--- src/pkg/ddc_pkg.sv ---
package ddc_pkg;
    // DRAM width option
    localparam logic [1:0] WID_X32 = 2'h0;
    localparam logic [1:0] WID_X16 = 2'h1;
    localparam logic [1:0] WID_X8 = 2'h2;
    localparam int ADDR_W = 13;
    localparam int BANKS = 4;
    // Auto-precharge bit position per width
    localparam int AP_BIT_X32 = 8;
    localparam int AP_BIT_X16X8 = 10;
    // Mode register fields
    localparam int MR_BL_LSB = 0;
    localparam int MR_BT_BIT = 3;
    localparam int MR_CL_LSB = 4;
    localparam int MR_DLL_BIT = 8;
    localparam logic [1:0] BA_MR = 2'h0;
    localparam logic [1:0] BA_EMR = 2'h1;
    // Command encodings {csN, rasN, casN, weN}
    localparam logic [3:0] CMD_DESEL = 4'hF;
    localparam logic [3:0] CMD_NOP = 4'h7;
    localparam logic [3:0] CMD_ACT = 4'h3;
    localparam logic [3:0] CMD_RD = 4'h5;
    localparam logic [3:0] CMD_WR = 4'h4;
    localparam logic [3:0] CMD_PRE = 4'h2;
    localparam logic [3:0] CMD_REF = 4'h1;
    localparam logic [3:0] CMD_MRS = 4'h0;
    // Timing at 50 MHz
    localparam int CLK_MHZ = 50;
    localparam int T_WARM_US = 200;
    localparam int WARM_CYC = T_WARM_US * CLK_MHZ;
    localparam int T_RP_NS = 20;
    localparam int RP_CYC = (T_RP_NS * CLK_MHZ + 999) / 1000;
    localparam int T_MRD_NS = 15;
    localparam int MRD_CYC = (T_MRD_NS * CLK_MHZ + 999) / 1000;
    localparam int T_RFC_NS = 80;
    localparam int RFC_CYC = (T_RFC_NS * CLK_MHZ + 999) / 1000;
    localparam int DLL_CYC = 200;
    localparam int T_SNR_NS = 80;
    localparam int SNR_CYC = (T_SNR_NS * CLK_MHZ + 999) / 1000;
    localparam int T_XSRD_CYC = 200;
    localparam int T_WR_NS = 15;
    localparam int WR_CYC = (T_WR_NS * CLK_MHZ + 999) / 1000;
    localparam int REF_COUNT = 2;
    localparam int CNT_W = 16;
    // Avalon register offsets (word index = byte address / 4)
    localparam logic [3:0] REG_CTRL = 4'h0;
    localparam logic [3:0] REG_MODE = 4'h1;
    localparam logic [3:0] REG_EMODE = 4'h2;
    localparam logic [3:0] REG_CMD = 4'h3;
    localparam logic [3:0] REG_STAT = 4'h4;
    localparam logic [31:0] RST_MODE = 32'h0000_0032;
    localparam logic [31:0] RST_EMODE = 32'h0000_0000;

    typedef enum logic [11:0] {
        ST_OFF = 12'h001, ST_WARM = 12'h002, ST_PALL1 = 12'h004,
        ST_EMRS = 12'h008, ST_MRS1 = 12'h010, ST_PALL2 = 12'h020,
        ST_AREF = 12'h040, ST_MRS2 = 12'h080, ST_DLLW = 12'h100,
        ST_READY = 12'h200, ST_PDN = 12'h400, ST_SREF = 12'h800
    } ddc_state_e;

    typedef struct packed {
        logic cke;
        logic [3:0] cmd;
        logic [1:0] ba;
        logic [12:0] addr;
    } ddc_pins_s;

    typedef struct packed {
        logic waitReq;
        logic rdValid;
        logic [31:0] rdData;
    } ddc_bus_s;
endpackage : ddc_pkg

--- src/hdl/ddc_ctrl.sv ---
// The Avalon-MM interface to the registers and the address map were decided locally.
`timescale 1ns/1ps
module ddc_ctrl #(
    parameter int WARM_CYCLES = ddc_pkg::WARM_CYC,
    parameter logic [1:0] WIDTH_SEL = ddc_pkg::WID_X16
) (
    input wire logic mclk,
    input wire logic sys_rst,
    input wire logic [3:0] avsAddress,
    input wire logic avsRead,
    input wire logic avsWrite,
    input wire logic [31:0] avsWriteData,
    output logic [31:0] avsReadData,
    output logic avsWaitRequest,
    input wire logic vrefStable,
    output logic dramCke,
    output logic dramCsN,
    output logic dramRasN,
    output logic dramCasN,
    output logic dramWeN,
    output logic [1:0] dramBa,
    output logic [12:0] dramAddr,
    output logic initDone
);
    typedef struct packed {
        ddc_pkg::ddc_state_e st;
        logic [ddc_pkg::CNT_W-1:0] cnt;
        logic [ddc_pkg::CNT_W-1:0] guard;
        logic [ddc_pkg::CNT_W-1:0] rdGuard;
        logic [1:0] refs;
        ddc_pkg::ddc_pins_s pins;
        ddc_pkg::ddc_bus_s bus;
        logic [12:0] modeVal;
        logic [12:0] emodeVal;
        logic [3:0] bankOpen;
        logic reqPdn;
        logic reqSref;
        logic cmdPend;
        logic [31:0] cmdWord;
        logic done;
    } ddc_state_s;

    ddc_state_s cur_ff;
    ddc_state_s nxt_cur;

    logic [3:0] cmdOp;
    logic [1:0] cmdBa;
    logic [12:0] cmdArg;
    logic cmdAp;
    logic busy;

    function automatic logic [12:0] apMask(input logic [1:0] w);
        logic [12:0] m;
        m = 13'h0000;
        if (w == ddc_pkg::WID_X32) begin
            m[ddc_pkg::AP_BIT_X32] = 1'b1;
        end else begin
            m[ddc_pkg::AP_BIT_X16X8] = 1'b1;
        end
        return m;
    endfunction : apMask

    // Column field in command word is packed contiguously; spread onto pins
    function automatic logic [12:0] colPins(input logic [1:0] w, input logic [9:0] c);
        logic [12:0] a;
        a = 13'h0000;
        case (w)
            ddc_pkg::WID_X32: a = {3'h0, c[8], 1'b0, c[7:0]};
            ddc_pkg::WID_X16: a = {4'h0, c[8:0]};
            default: a = {3'h0, c[9:0]};
        endcase
        return a;
    endfunction : colPins

    assign cmdOp = cur_ff.cmdWord[31:28];
    assign cmdBa = cur_ff.cmdWord[25:24];
    assign cmdAp = cur_ff.cmdWord[23];
    assign cmdArg = cur_ff.cmdWord[12:0];
    assign busy = (cur_ff.cnt != '0);

    always_comb begin
        nxt_cur = cur_ff;
        nxt_cur.bus.rdValid = 1'b0;
        nxt_cur.bus.waitReq = 1'b1;
        nxt_cur.pins.cmd = ddc_pkg::CMD_NOP;
        nxt_cur.pins.ba = 2'h0;
        nxt_cur.pins.addr = 13'h0000;
        if (cur_ff.cnt != '0) begin
            nxt_cur.cnt = cur_ff.cnt - 1'b1;
        end
        if (cur_ff.guard != '0) begin
            nxt_cur.guard = cur_ff.guard - 1'b1;
        end
        if (cur_ff.rdGuard != '0) begin
            nxt_cur.rdGuard = cur_ff.rdGuard - 1'b1;
        end
        // Bus slave: one-cycle wait, answer on the following edge
        if ((avsRead || avsWrite) && cur_ff.bus.waitReq && !cur_ff.bus.rdValid) begin
            nxt_cur.bus.waitReq = 1'b0;
            nxt_cur.bus.rdValid = 1'b1;
            nxt_cur.bus.rdData = 32'h0000_0000;
            case (avsAddress)
                ddc_pkg::REG_CTRL: nxt_cur.bus.rdData = {30'h0, cur_ff.reqSref, cur_ff.reqPdn};
                ddc_pkg::REG_MODE: nxt_cur.bus.rdData = {19'h0, cur_ff.modeVal};
                ddc_pkg::REG_EMODE: nxt_cur.bus.rdData = {19'h0, cur_ff.emodeVal};
                ddc_pkg::REG_CMD: nxt_cur.bus.rdData = cur_ff.cmdWord;
                ddc_pkg::REG_STAT: nxt_cur.bus.rdData = {16'h0, cur_ff.st, 1'b0,
                    cur_ff.bankOpen[3:0] != 4'h0, cur_ff.cmdPend, cur_ff.done};
                default: nxt_cur.bus.rdData = 32'h0000_0000;
            endcase
        end
        // Write lands at the completing edge, while the master still holds it
        if (avsWrite && !cur_ff.bus.waitReq) begin
            case (avsAddress)
                ddc_pkg::REG_CTRL: begin
                    nxt_cur.reqPdn = avsWriteData[0];
                    nxt_cur.reqSref = avsWriteData[1];
                end
                ddc_pkg::REG_MODE: nxt_cur.modeVal = avsWriteData[12:0];
                ddc_pkg::REG_EMODE: nxt_cur.emodeVal = avsWriteData[12:0];
                ddc_pkg::REG_CMD: begin
                    if (!cur_ff.cmdPend) begin
                        nxt_cur.cmdWord = avsWriteData;
                        nxt_cur.cmdPend = 1'b1;
                    end
                end
                default: ;
            endcase
        end
        case (cur_ff.st)
            ddc_pkg::ST_OFF: begin
                nxt_cur.pins.cke = 1'b0;
                if (vrefStable) begin
                    nxt_cur.st = ddc_pkg::ST_WARM;
                    nxt_cur.cnt = ddc_pkg::CNT_W'(WARM_CYCLES);
                end
            end
            ddc_pkg::ST_WARM: begin
                if (!busy) begin
                    nxt_cur.pins.cke = 1'b1;
                    nxt_cur.st = ddc_pkg::ST_PALL1;
                end
            end
            ddc_pkg::ST_PALL1, ddc_pkg::ST_PALL2: begin
                if (!busy) begin
                    nxt_cur.pins.cmd = ddc_pkg::CMD_PRE;
                    nxt_cur.pins.addr = apMask(WIDTH_SEL);
                    nxt_cur.cnt = ddc_pkg::CNT_W'(ddc_pkg::RP_CYC);
                    nxt_cur.st = (cur_ff.st == ddc_pkg::ST_PALL1) ? ddc_pkg::ST_EMRS
                                                                  : ddc_pkg::ST_AREF;
                    nxt_cur.refs = 2'h0;
                end
            end
            ddc_pkg::ST_EMRS: begin
                if (!busy) begin
                    nxt_cur.pins.cmd = ddc_pkg::CMD_MRS;
                    nxt_cur.pins.ba = ddc_pkg::BA_EMR;
                    nxt_cur.pins.addr = cur_ff.emodeVal;
                    nxt_cur.cnt = ddc_pkg::CNT_W'(ddc_pkg::MRD_CYC);
                    nxt_cur.st = ddc_pkg::ST_MRS1;
                end
            end
            ddc_pkg::ST_MRS1: begin
                if (!busy) begin
                    nxt_cur.pins.cmd = ddc_pkg::CMD_MRS;
                    nxt_cur.pins.ba = ddc_pkg::BA_MR;
                    nxt_cur.pins.addr = cur_ff.modeVal;
                    nxt_cur.pins.addr[ddc_pkg::MR_DLL_BIT] = 1'b1;
                    nxt_cur.cnt = ddc_pkg::CNT_W'(ddc_pkg::MRD_CYC);
                    nxt_cur.guard = ddc_pkg::CNT_W'(ddc_pkg::DLL_CYC);
                    nxt_cur.rdGuard = ddc_pkg::CNT_W'(ddc_pkg::T_XSRD_CYC);
                    nxt_cur.st = ddc_pkg::ST_PALL2;
                end
            end
            ddc_pkg::ST_AREF: begin
                if (!busy) begin
                    nxt_cur.pins.cmd = ddc_pkg::CMD_REF;
                    nxt_cur.cnt = ddc_pkg::CNT_W'(ddc_pkg::RFC_CYC);
                    nxt_cur.refs = cur_ff.refs + 2'h1;
                    if (cur_ff.refs == 2'(ddc_pkg::REF_COUNT - 1)) begin
                        nxt_cur.st = ddc_pkg::ST_MRS2;
                    end
                end
            end
            ddc_pkg::ST_MRS2: begin
                if (!busy) begin
                    nxt_cur.pins.cmd = ddc_pkg::CMD_MRS;
                    nxt_cur.pins.ba = ddc_pkg::BA_MR;
                    nxt_cur.pins.addr = cur_ff.modeVal;
                    nxt_cur.pins.addr[ddc_pkg::MR_DLL_BIT] = 1'b0;
                    nxt_cur.cnt = ddc_pkg::CNT_W'(ddc_pkg::MRD_CYC);
                    nxt_cur.st = ddc_pkg::ST_DLLW;
                end
            end
            ddc_pkg::ST_DLLW: begin
                if (!busy && cur_ff.guard == '0) begin
                    nxt_cur.st = ddc_pkg::ST_READY;
                    nxt_cur.done = 1'b1;
                end
            end
            ddc_pkg::ST_READY: begin
                // Burst and recovery time run in cnt, so cke never drops mid-burst
                if (!busy && cur_ff.reqSref && cur_ff.bankOpen == 4'h0) begin
                    nxt_cur.pins.cmd = ddc_pkg::CMD_REF;
                    nxt_cur.pins.cke = 1'b0;
                    nxt_cur.st = ddc_pkg::ST_SREF;
                end else if (!busy && cur_ff.reqPdn) begin
                    nxt_cur.pins.cke = 1'b0;
                    nxt_cur.st = ddc_pkg::ST_PDN;
                end else if (!busy && cur_ff.cmdPend) begin
                    nxt_cur.cmdPend = 1'b0;
                    nxt_cur.pins.cmd = cmdOp;
                    nxt_cur.pins.ba = cmdBa;
                    case (cmdOp)
                        ddc_pkg::CMD_ACT: begin
                            nxt_cur.pins.addr = (WIDTH_SEL == ddc_pkg::WID_X32)
                                ? {1'b0, cmdArg[11:0]} : cmdArg;
                            nxt_cur.bankOpen[cmdBa] = 1'b1;
                        end
                        ddc_pkg::CMD_RD, ddc_pkg::CMD_WR: begin
                            if (!cur_ff.bankOpen[cmdBa] ||
                                (cmdOp == ddc_pkg::CMD_RD && cur_ff.rdGuard != '0)) begin
                                nxt_cur.pins.cmd = ddc_pkg::CMD_NOP;
                            end else begin
                                nxt_cur.pins.addr = colPins(WIDTH_SEL, cmdArg[9:0])
                                    | (cmdAp ? apMask(WIDTH_SEL) : 13'h0000);
                                // Eight beats fit in four clocks; eight clocks is margin
                                nxt_cur.cnt = ddc_pkg::CNT_W'(8 + ddc_pkg::WR_CYC);
                                if (cmdAp) begin
                                    nxt_cur.bankOpen[cmdBa] = 1'b0;
                                end
                            end
                        end
                        ddc_pkg::CMD_PRE: begin
                            nxt_cur.pins.addr = cmdAp ? apMask(WIDTH_SEL) : 13'h0000;
                            if (cmdAp) begin
                                nxt_cur.bankOpen = 4'h0;
                            end else begin
                                nxt_cur.bankOpen[cmdBa] = 1'b0;
                            end
                            nxt_cur.cnt = ddc_pkg::CNT_W'(ddc_pkg::RP_CYC);
                        end
                        ddc_pkg::CMD_REF: begin
                            nxt_cur.cnt = ddc_pkg::CNT_W'(ddc_pkg::RFC_CYC);
                        end
                        default: nxt_cur.pins.cmd = ddc_pkg::CMD_NOP;
                    endcase
                end
            end
            ddc_pkg::ST_PDN: begin
                if (!cur_ff.reqPdn) begin
                    nxt_cur.pins.cke = 1'b1;
                    nxt_cur.st = ddc_pkg::ST_READY;
                    nxt_cur.cnt = ddc_pkg::CNT_W'(1);
                end
            end
            ddc_pkg::ST_SREF: begin
                if (!cur_ff.reqSref) begin
                    nxt_cur.pins.cke = 1'b1;
                    nxt_cur.st = ddc_pkg::ST_READY;
                    nxt_cur.cnt = ddc_pkg::CNT_W'(ddc_pkg::SNR_CYC);
                end
            end
            default: nxt_cur.st = ddc_pkg::ST_OFF;
        endcase
    end

    always_ff @(posedge mclk) begin
        if (sys_rst) begin
            cur_ff <= '0;
            cur_ff.st <= ddc_pkg::ST_OFF;
            cur_ff.pins.cmd <= ddc_pkg::CMD_NOP;
            cur_ff.bus.waitReq <= 1'b1;
            cur_ff.modeVal <= ddc_pkg::RST_MODE[12:0];
            cur_ff.emodeVal <= ddc_pkg::RST_EMODE[12:0];
        end else begin
            cur_ff <= nxt_cur;
        end
    end

    assign avsReadData = cur_ff.bus.rdData;
    assign avsWaitRequest = cur_ff.bus.waitReq;
    assign dramCke = cur_ff.pins.cke;
    assign {dramCsN, dramRasN, dramCasN, dramWeN} = cur_ff.pins.cmd;
    assign dramBa = cur_ff.pins.ba;
    assign dramAddr = cur_ff.pins.addr;
    assign initDone = cur_ff.done;

    property p_ckeLowOff;
        @(posedge mclk) disable iff (sys_rst)
        (cur_ff.st == ddc_pkg::ST_OFF) |=> !dramCke;
    endproperty
    a_ckeLowOff: assert property (p_ckeLowOff) else $error("cke high before vref");

    property p_warmNop;
        @(posedge mclk) disable iff (sys_rst)
        (cur_ff.st == ddc_pkg::ST_WARM) |-> (cur_ff.pins.cmd == ddc_pkg::CMD_NOP);
    endproperty
    a_warmNop: assert property (p_warmNop) else $error("command during warm-up");

    property p_dllBit;
        @(posedge mclk) disable iff (sys_rst)
        $rose(cur_ff.st == ddc_pkg::ST_DLLW) |-> (dramCsN == 1'b0) && !dramAddr[8] && dramBa == 2'h0;
    endproperty
    a_dllBit: assert property (p_dllBit) else $error("final MRS has DLL reset");

    property p_emrsBa;
        @(posedge mclk) disable iff (sys_rst)
        $rose(cur_ff.st == ddc_pkg::ST_MRS1) |-> dramBa == ddc_pkg::BA_EMR;
    endproperty
    a_emrsBa: assert property (p_emrsBa) else $error("EMRS bank select wrong");

    property p_doneDll;
        @(posedge mclk) disable iff (sys_rst)
        $rose(initDone) |-> cur_ff.guard == '0;
    endproperty
    a_doneDll: assert property (p_doneDll) else $error("ready before DLL wait");

    property p_ckeBurst;
        @(posedge mclk) disable iff (sys_rst)
        (cur_ff.st == ddc_pkg::ST_READY && busy) |=> dramCke;
    endproperty
    a_ckeBurst: assert property (p_ckeBurst) else $error("cke dropped while busy");

    property p_ckeFallNop;
        @(posedge mclk) disable iff (sys_rst)
        $fell(dramCke) && initDone |-> (cur_ff.pins.cmd == ddc_pkg::CMD_NOP
                                       || cur_ff.pins.cmd == ddc_pkg::CMD_REF);
    endproperty
    a_ckeFallNop: assert property (p_ckeFallNop) else $error("illegal cke fall");

    property p_srefExit;
        @(posedge mclk) disable iff (sys_rst)
        $rose(dramCke) && $past(cur_ff.st) == ddc_pkg::ST_SREF
        |-> (dramCsN || cur_ff.pins.cmd == ddc_pkg::CMD_NOP) [*4];
    endproperty
    a_srefExit: assert property (p_srefExit) else $error("command inside tSNR");
endmodule : ddc_ctrl

--- config.mk ---
export PLATFORM = sky130hd
export DESIGN_NAME = ddc_ctrl
export DESIGN_NICKNAME = d
export VERILOG_FILES = /design/src/pkg/ddc_pkg.sv /design/src/hdl/ddc_ctrl.sv
export SDC_FILE = /design/constraint.sdc
export NUM_CORES = 1
export LEC_CHECK = 0
export ABC_AREA = 1
export BUFFER_PORTS_ARGS = -buffer_cell sky130_fd_sc_hd__buf_2
export CAP_MARGIN = 20
export CORE_MARGIN = 3
export CORE_UTILIZATION = 32
export CTS_CLUSTER_SIZE = 40
export DETAILED_ROUTE_END_ITERATION = 7
export PLACE_DENSITY = 0.61
export SYNTH_ARGS = -nofsm -noshare
export SYNTH_HDL_FRONTEND = slang
export SYNTH_SLANG_ARGS = --single-unit
export TNS_END_PERCENT = 20
--- constraint.sdc ---
create_clock -name mclk -period 2.62 [get_ports mclk]
set_clock_uncertainty 0.1 [all_clocks]
set_input_delay 0.786 -clock mclk [delete_from_list [all_inputs] [get_ports mclk]]
set_output_delay 0.786 -clock mclk [all_outputs]
set_load 0.05 [all_outputs]
---- Word level (Yosys, flattened, before mapping) ----
Cells that the tools add are included.
storage, ports and cells
  register bits ........................... 182
  bits of input ports ..................... 41
  logic and storage cells ................. 181
  output and inout port bits .............. 54
operators by class
  $lt $le $gt $ge ......................... 2
  reductions and logical operators ........ 38
  add/subtract/negate cells ............... 4
  muxes and demuxes ....................... 74
  equal/unequal tests ..................... 36
  bitwise logic cells ..................... 7
operator list
  operator                 number
  $mux W28                 7
  $pmux W32 S5             1
  $pmux W16 S9             1
  $pmux W12 S11            1
  $mux W16                 7
  $mux W13                 7
  $mux W33                 2
  $pmux W13 S5             1
  $mux W32                 2
  $mux W12                 5
  $mux W60                 1
  $mux W18                 3
  $pmux W16 S3             1
  $reduce_bool A16 Y1      3
  $sub A16 B1 Y16 const B  3
  $pmux W13 S3             1
  $mux W19                 2
  $mux W34                 1
  $ne A2 B2 Y1 const B     13
  $pmux W4 S6              1
  $mux W11                 2
  $eq A4 B2 Y1 const B     4
  $logic_not A16 Y1        1
  $mux W4                  4
  other kinds (52)         87

---- Logic depth before layout (Yosys ltp) ----
  depth in word-level cells ............... 17
  gate-level depth with buffers ........... 14
  mapped depth without buffers ............ 14

---- Least setup slack after synthesis ----
No wires, ideal clock.
  path kind ............................... input -> register
  from .................................... in avsAddress[2]
  to ...................................... reg cur_ff[23] in the netlist's numbering
  buffers on the path ..................... 1
  data required time ...................... 2.404 ns
  arrival time ............................ 1.991 ns
  stages on the path ...................... 9
  setup slack ............................. 0.413 ns
  setup time .............................. 0.116 ns
  cell sequence ........................... nor2_1 -> nand3_1 -> clkinv_1 -> nand2_1 -> nor2_4 -> clkinv_1 -> clkbuf_1 -> nor2_1 -> nor2_1
between the ends
  longest elaborated chain between the ends .. 2
RTL lines
  what                                line             RTL
  start: declaration                  ddc_ctrl.sv:9    input wire logic [3:0] avsAddress,
  $eq A4 B2 Y1                        ddc_ctrl.sv:114  case (avsAddress)
  $reduce_and A3 Y1 (no source line)  -
  end signal: assignment              ddc_ctrl.sv:277  cur_ff <= nxt_cur;
  end: declaration                    ddc_ctrl.sv:43   ddc_state_s cur_ff;
Every way passes these cells.
A chain may end at the register's enable or synchronous reset.

---- Final worst setup path ----
  from .................................... reg cur_ff[170] in the netlist's numbering
  to ...................................... reg cur_ff, in the netlist dramAddr[1]
between the ends
  longest elaborated chain between the ends .. 3
  elaborated cells between the ends (all ways) .. 8
  those cells by class .................... eq/ne: 6; mux: 1; reduce/logical: 1
RTL lines
  what                                            line             RTL
  $eq A12 B3 Y1 or $eq A12 B6 Y1 (tied branches)  ddc_ctrl.sv:130  case (cur_ff.st)
  $reduce_or A2 Y1                                ddc_ctrl.sv:130
  $pmux W13 S5 (*)                                ddc_ctrl.sv:130
Mark *: on every way between the ends. The rest lies on a longest branch, timed or not.

==> flow_summary_export.csv <==
group,metric,value,unit
die,die-area,0.0308,mm^2
power_and_ir_drop,leakagePower,4.66,nW
die,core,0.0281,mm^2
clock_tree,cts_buffer_depth,2,
power_and_ir_drop,vdd_ir_drop_max,386,uV
synthesis,ys_seq_elements,182,
sta,fin_ws,0.225,ns
die,placementRows,61,
power_and_ir_drop,p_per_area,955,mW/mm^2
clock_tree,cts_made_buffers,17,
setup_path,cp.arrival,2.66,ns
synthesis,ys.flop_type,"dfxtp_1",
placed_design,numPortBuffers,94,
synthesis,yosysUniqueCellTypes,51,
sta,rsz0062_at_grt,"no",
clock_tree,tritoncts,"done",
placed_design,dp_hpwl,20400,um
synthesis,synth_top_area_share,39.6,%
drt,dr_wl_met2,12900,um
clock_tree,cts-root-buf,"clkbuf_16",
setup_path,startpoint_type,"flop",
drt,remaining_drc_errors,0,
setup_path,endpoint_kind,"flop",
clock_tree,ctsResizeCount,0,
drt,drt-total-wl,27700,um
synthesis,syn_area,0.00921,mm^2
die,start_util,32.8,%
setup_path,required,2.89,ns
global_route,overflow,0,
flow_run,cap_violations,0,
drt,vias,8889,
finish,syn_to_final_growth,14.1,%
clock_tree,insertion_delay,0.44,ns
drt,drt_first_pass_iters,6,
hold_path,holdPathStages,1,
finish,finalNetCount,1443,
global_route,antenna_found_initial,1,
die,die_h,176,um
status,status,"finished clean",
global_route,grt_usage,17.8,%
global_route,grt_pass1_wl,44200,um
placed_design,gp_congestion,0.939,
clock_tree,cts.clk_slew.worst_paths,0.07,ns
clock_tree,cts_setup_buffers,0,
clock_tree,cts_hold_buffers,0,
sta,max_slew_margin,60.0,%
sta,timing.final.crit_share,91.4,%
finish,drive_gt1_share,15.7,%
placed_design,dp_slack,0.233,ns
clock_tree,clock_sinks,182,
sta,period_needed,2.39,ns
die,dieWidth,176,um
setup_path,ff2ff_path_depth,10,
synthesis,syn_nets,1385,
sta,tns,0,ns
synthesis,synth_edf_count,0,
synthesis,synthTopCellsByArea,"dfxtp_1, nand2_1, nor2_1, inv_1, nand3_1",
finish,final_cells,1786,
drt,dr_wl_met3,1440,um
sta,setup_violations,0,
sta,max_freq,418,MHz
synthesis,synth_cells,1337,
synthesis,synth.avg_cell_area,6.88,um^2
clock_tree,cts_htree_levels,4,
synthesis,async_flop_share,0,%
drt,vias_per_cell,4.98,
die,io_pins,95,
drt,m1WireLength,12500,um
drt,dr.max_layer_used,"met5",
drt,post_drt_wl_per_cell,15.5,um
synthesis,synth.yosys.seq_area_share,39.6,%
sta,tightest_slew,0.599,ns
synthesis,synth_top_area_cell,"dfxtp_1",
global_route,grt_pass1_vias,8381,
setup_path,cp_max_fo,7,
global_route,grt_max_degree,63,
sta,slew_violations,0,
drt,ant_nets,0,
setup_path,setup.worst_path.class,"flop to flop",
placed_design,place_inst,1754,
power_and_ir_drop,power,10.0,mW
drt,dr.first_iter.drc_count,693,
hold_path,hp-class,"flop to flop",
synthesis,ys_warn_count,0,
sta,final_hold_viol_count,0,
finish,n_antenna_cell,0,
## cell type report
cell class	count	area [um^2]
Timing Repair Buffer	127	756
Tap cell	378	473
Clock buffer	18	429
Fill cell	3091	17600
Clock inverter	14	178
Sequential cell	182	3640
Multi-Input combinational cell	930	4510
Inverter	137	515
## stage by stage
| step | instance area, um^2 | hold WS, ns | util, % |
|---|---|---|---|
| 5_1_grt | 10500 | 0.395 | 37.4 |
| 3_5_place_dp | 9900 | 0.352 | 35.2 |
| 3_3_place_gp | 9900 | 0.348 | 35.2 |
| 6_report | 10500 | 0.365 | 37.4 |
| 2_1_floorplan | 9210 | 0.329 | - |
| 4_1_cts | 10500 | 0.364 | 37.4 |
## power by group
part	leakage [nW]	internal [mW]	switching [mW]
clock	0.294	1.31	1.33
sequential	1.48	3.12	0.293
combinational	2.88	1.36	2.62
total	4.66	5.79	4.24
## cell families after synthesis
logic type | share of synthesized area [%]
flops | 39.6
compound gates | 14.4
simple gates | 31.9
xor+xnor | 1.71
other cells | 0.0407
buf+inv | 11.4
fa+ha+maj | 0.951
## critical path: stages, from the launching register on
cell and delay [ns]:
dfxtp_1 0.34, inv_1 0.17, nand2_1 0.10, nor3_1 0.36, nand2_1 0.21, nand2_1 0.19, nor2_1 0.10, nand3_1 0.09
nand2_1 0.27, buf_4 0.29, a21oi_1 0.12
## worst paths after layout
| path | start | to | slack [ns] |
|---|---|---|---|
| min reg2reg | cur_ff[120] | cur_ff[120] | 0.36 |
| max | cur_ff[170] | dramAddr[1] | 0.23 |
| min | cur_ff[120] | cur_ff[120] | 0.36 |
| max reg2reg | cur_ff[170] | dramAddr[1] | 0.23 |
## cell usage in the layout (no fill, tap or decap), types with 28 or more instances in the layout
master / instances
o21ai_0: 83
buf_4: 30
nor2_1: 225
nand2_1: 271
a22oi_1: 28
buf_2: 94
dfxtp_1: 182
a21oi_1: 80
nand3_1: 84
inv_1: 126
## sequential cells by signal, indices dropped and copies added (netlist names)
signal          flops
dramRasN            1
dramCke             1
cur_ff            108
dramAddr           13
avsWaitRequest      1
cmdArg             13
dramCasN            1
avsReadData        32
dramWeN             1
initDone            1
dramCsN             1
cmdBa               2
cmdOp               4
dramBa              2
cmdAp               1
## cell usage after synthesis (7+ instances only)
| cell | count |
|---|---|
| nor2_2 | 15 |
| xnor2_1 | 7 |
| nor4_1 | 7 |
| o21ai_0 | 83 |
| a21oi_1 | 80 |
| dfxtp_1 | 182 |
| nand2_2 | 18 |
| buf_4 | 47 |
| ha_1 | 7 |
| inv_1 | 127 |
| nor3_1 | 23 |
| nand3_1 | 84 |
| clkbuf_1 | 31 |
| nand2_1 | 271 |
| a22oi_1 | 28 |
| nand4_1 | 10 |
| nor2_1 | 225 |
| o2111ai_1 | 10 |
| xor2_1 | 11 |
## metal layers
layer	vias to the layer above	GRT usage, %
met5	-	0
met4	2	6.30
met3	54	2.98
met2	291	29.9
met1	4133	23.2
li1	4409	-
Power figures use the tool's default switching activity.
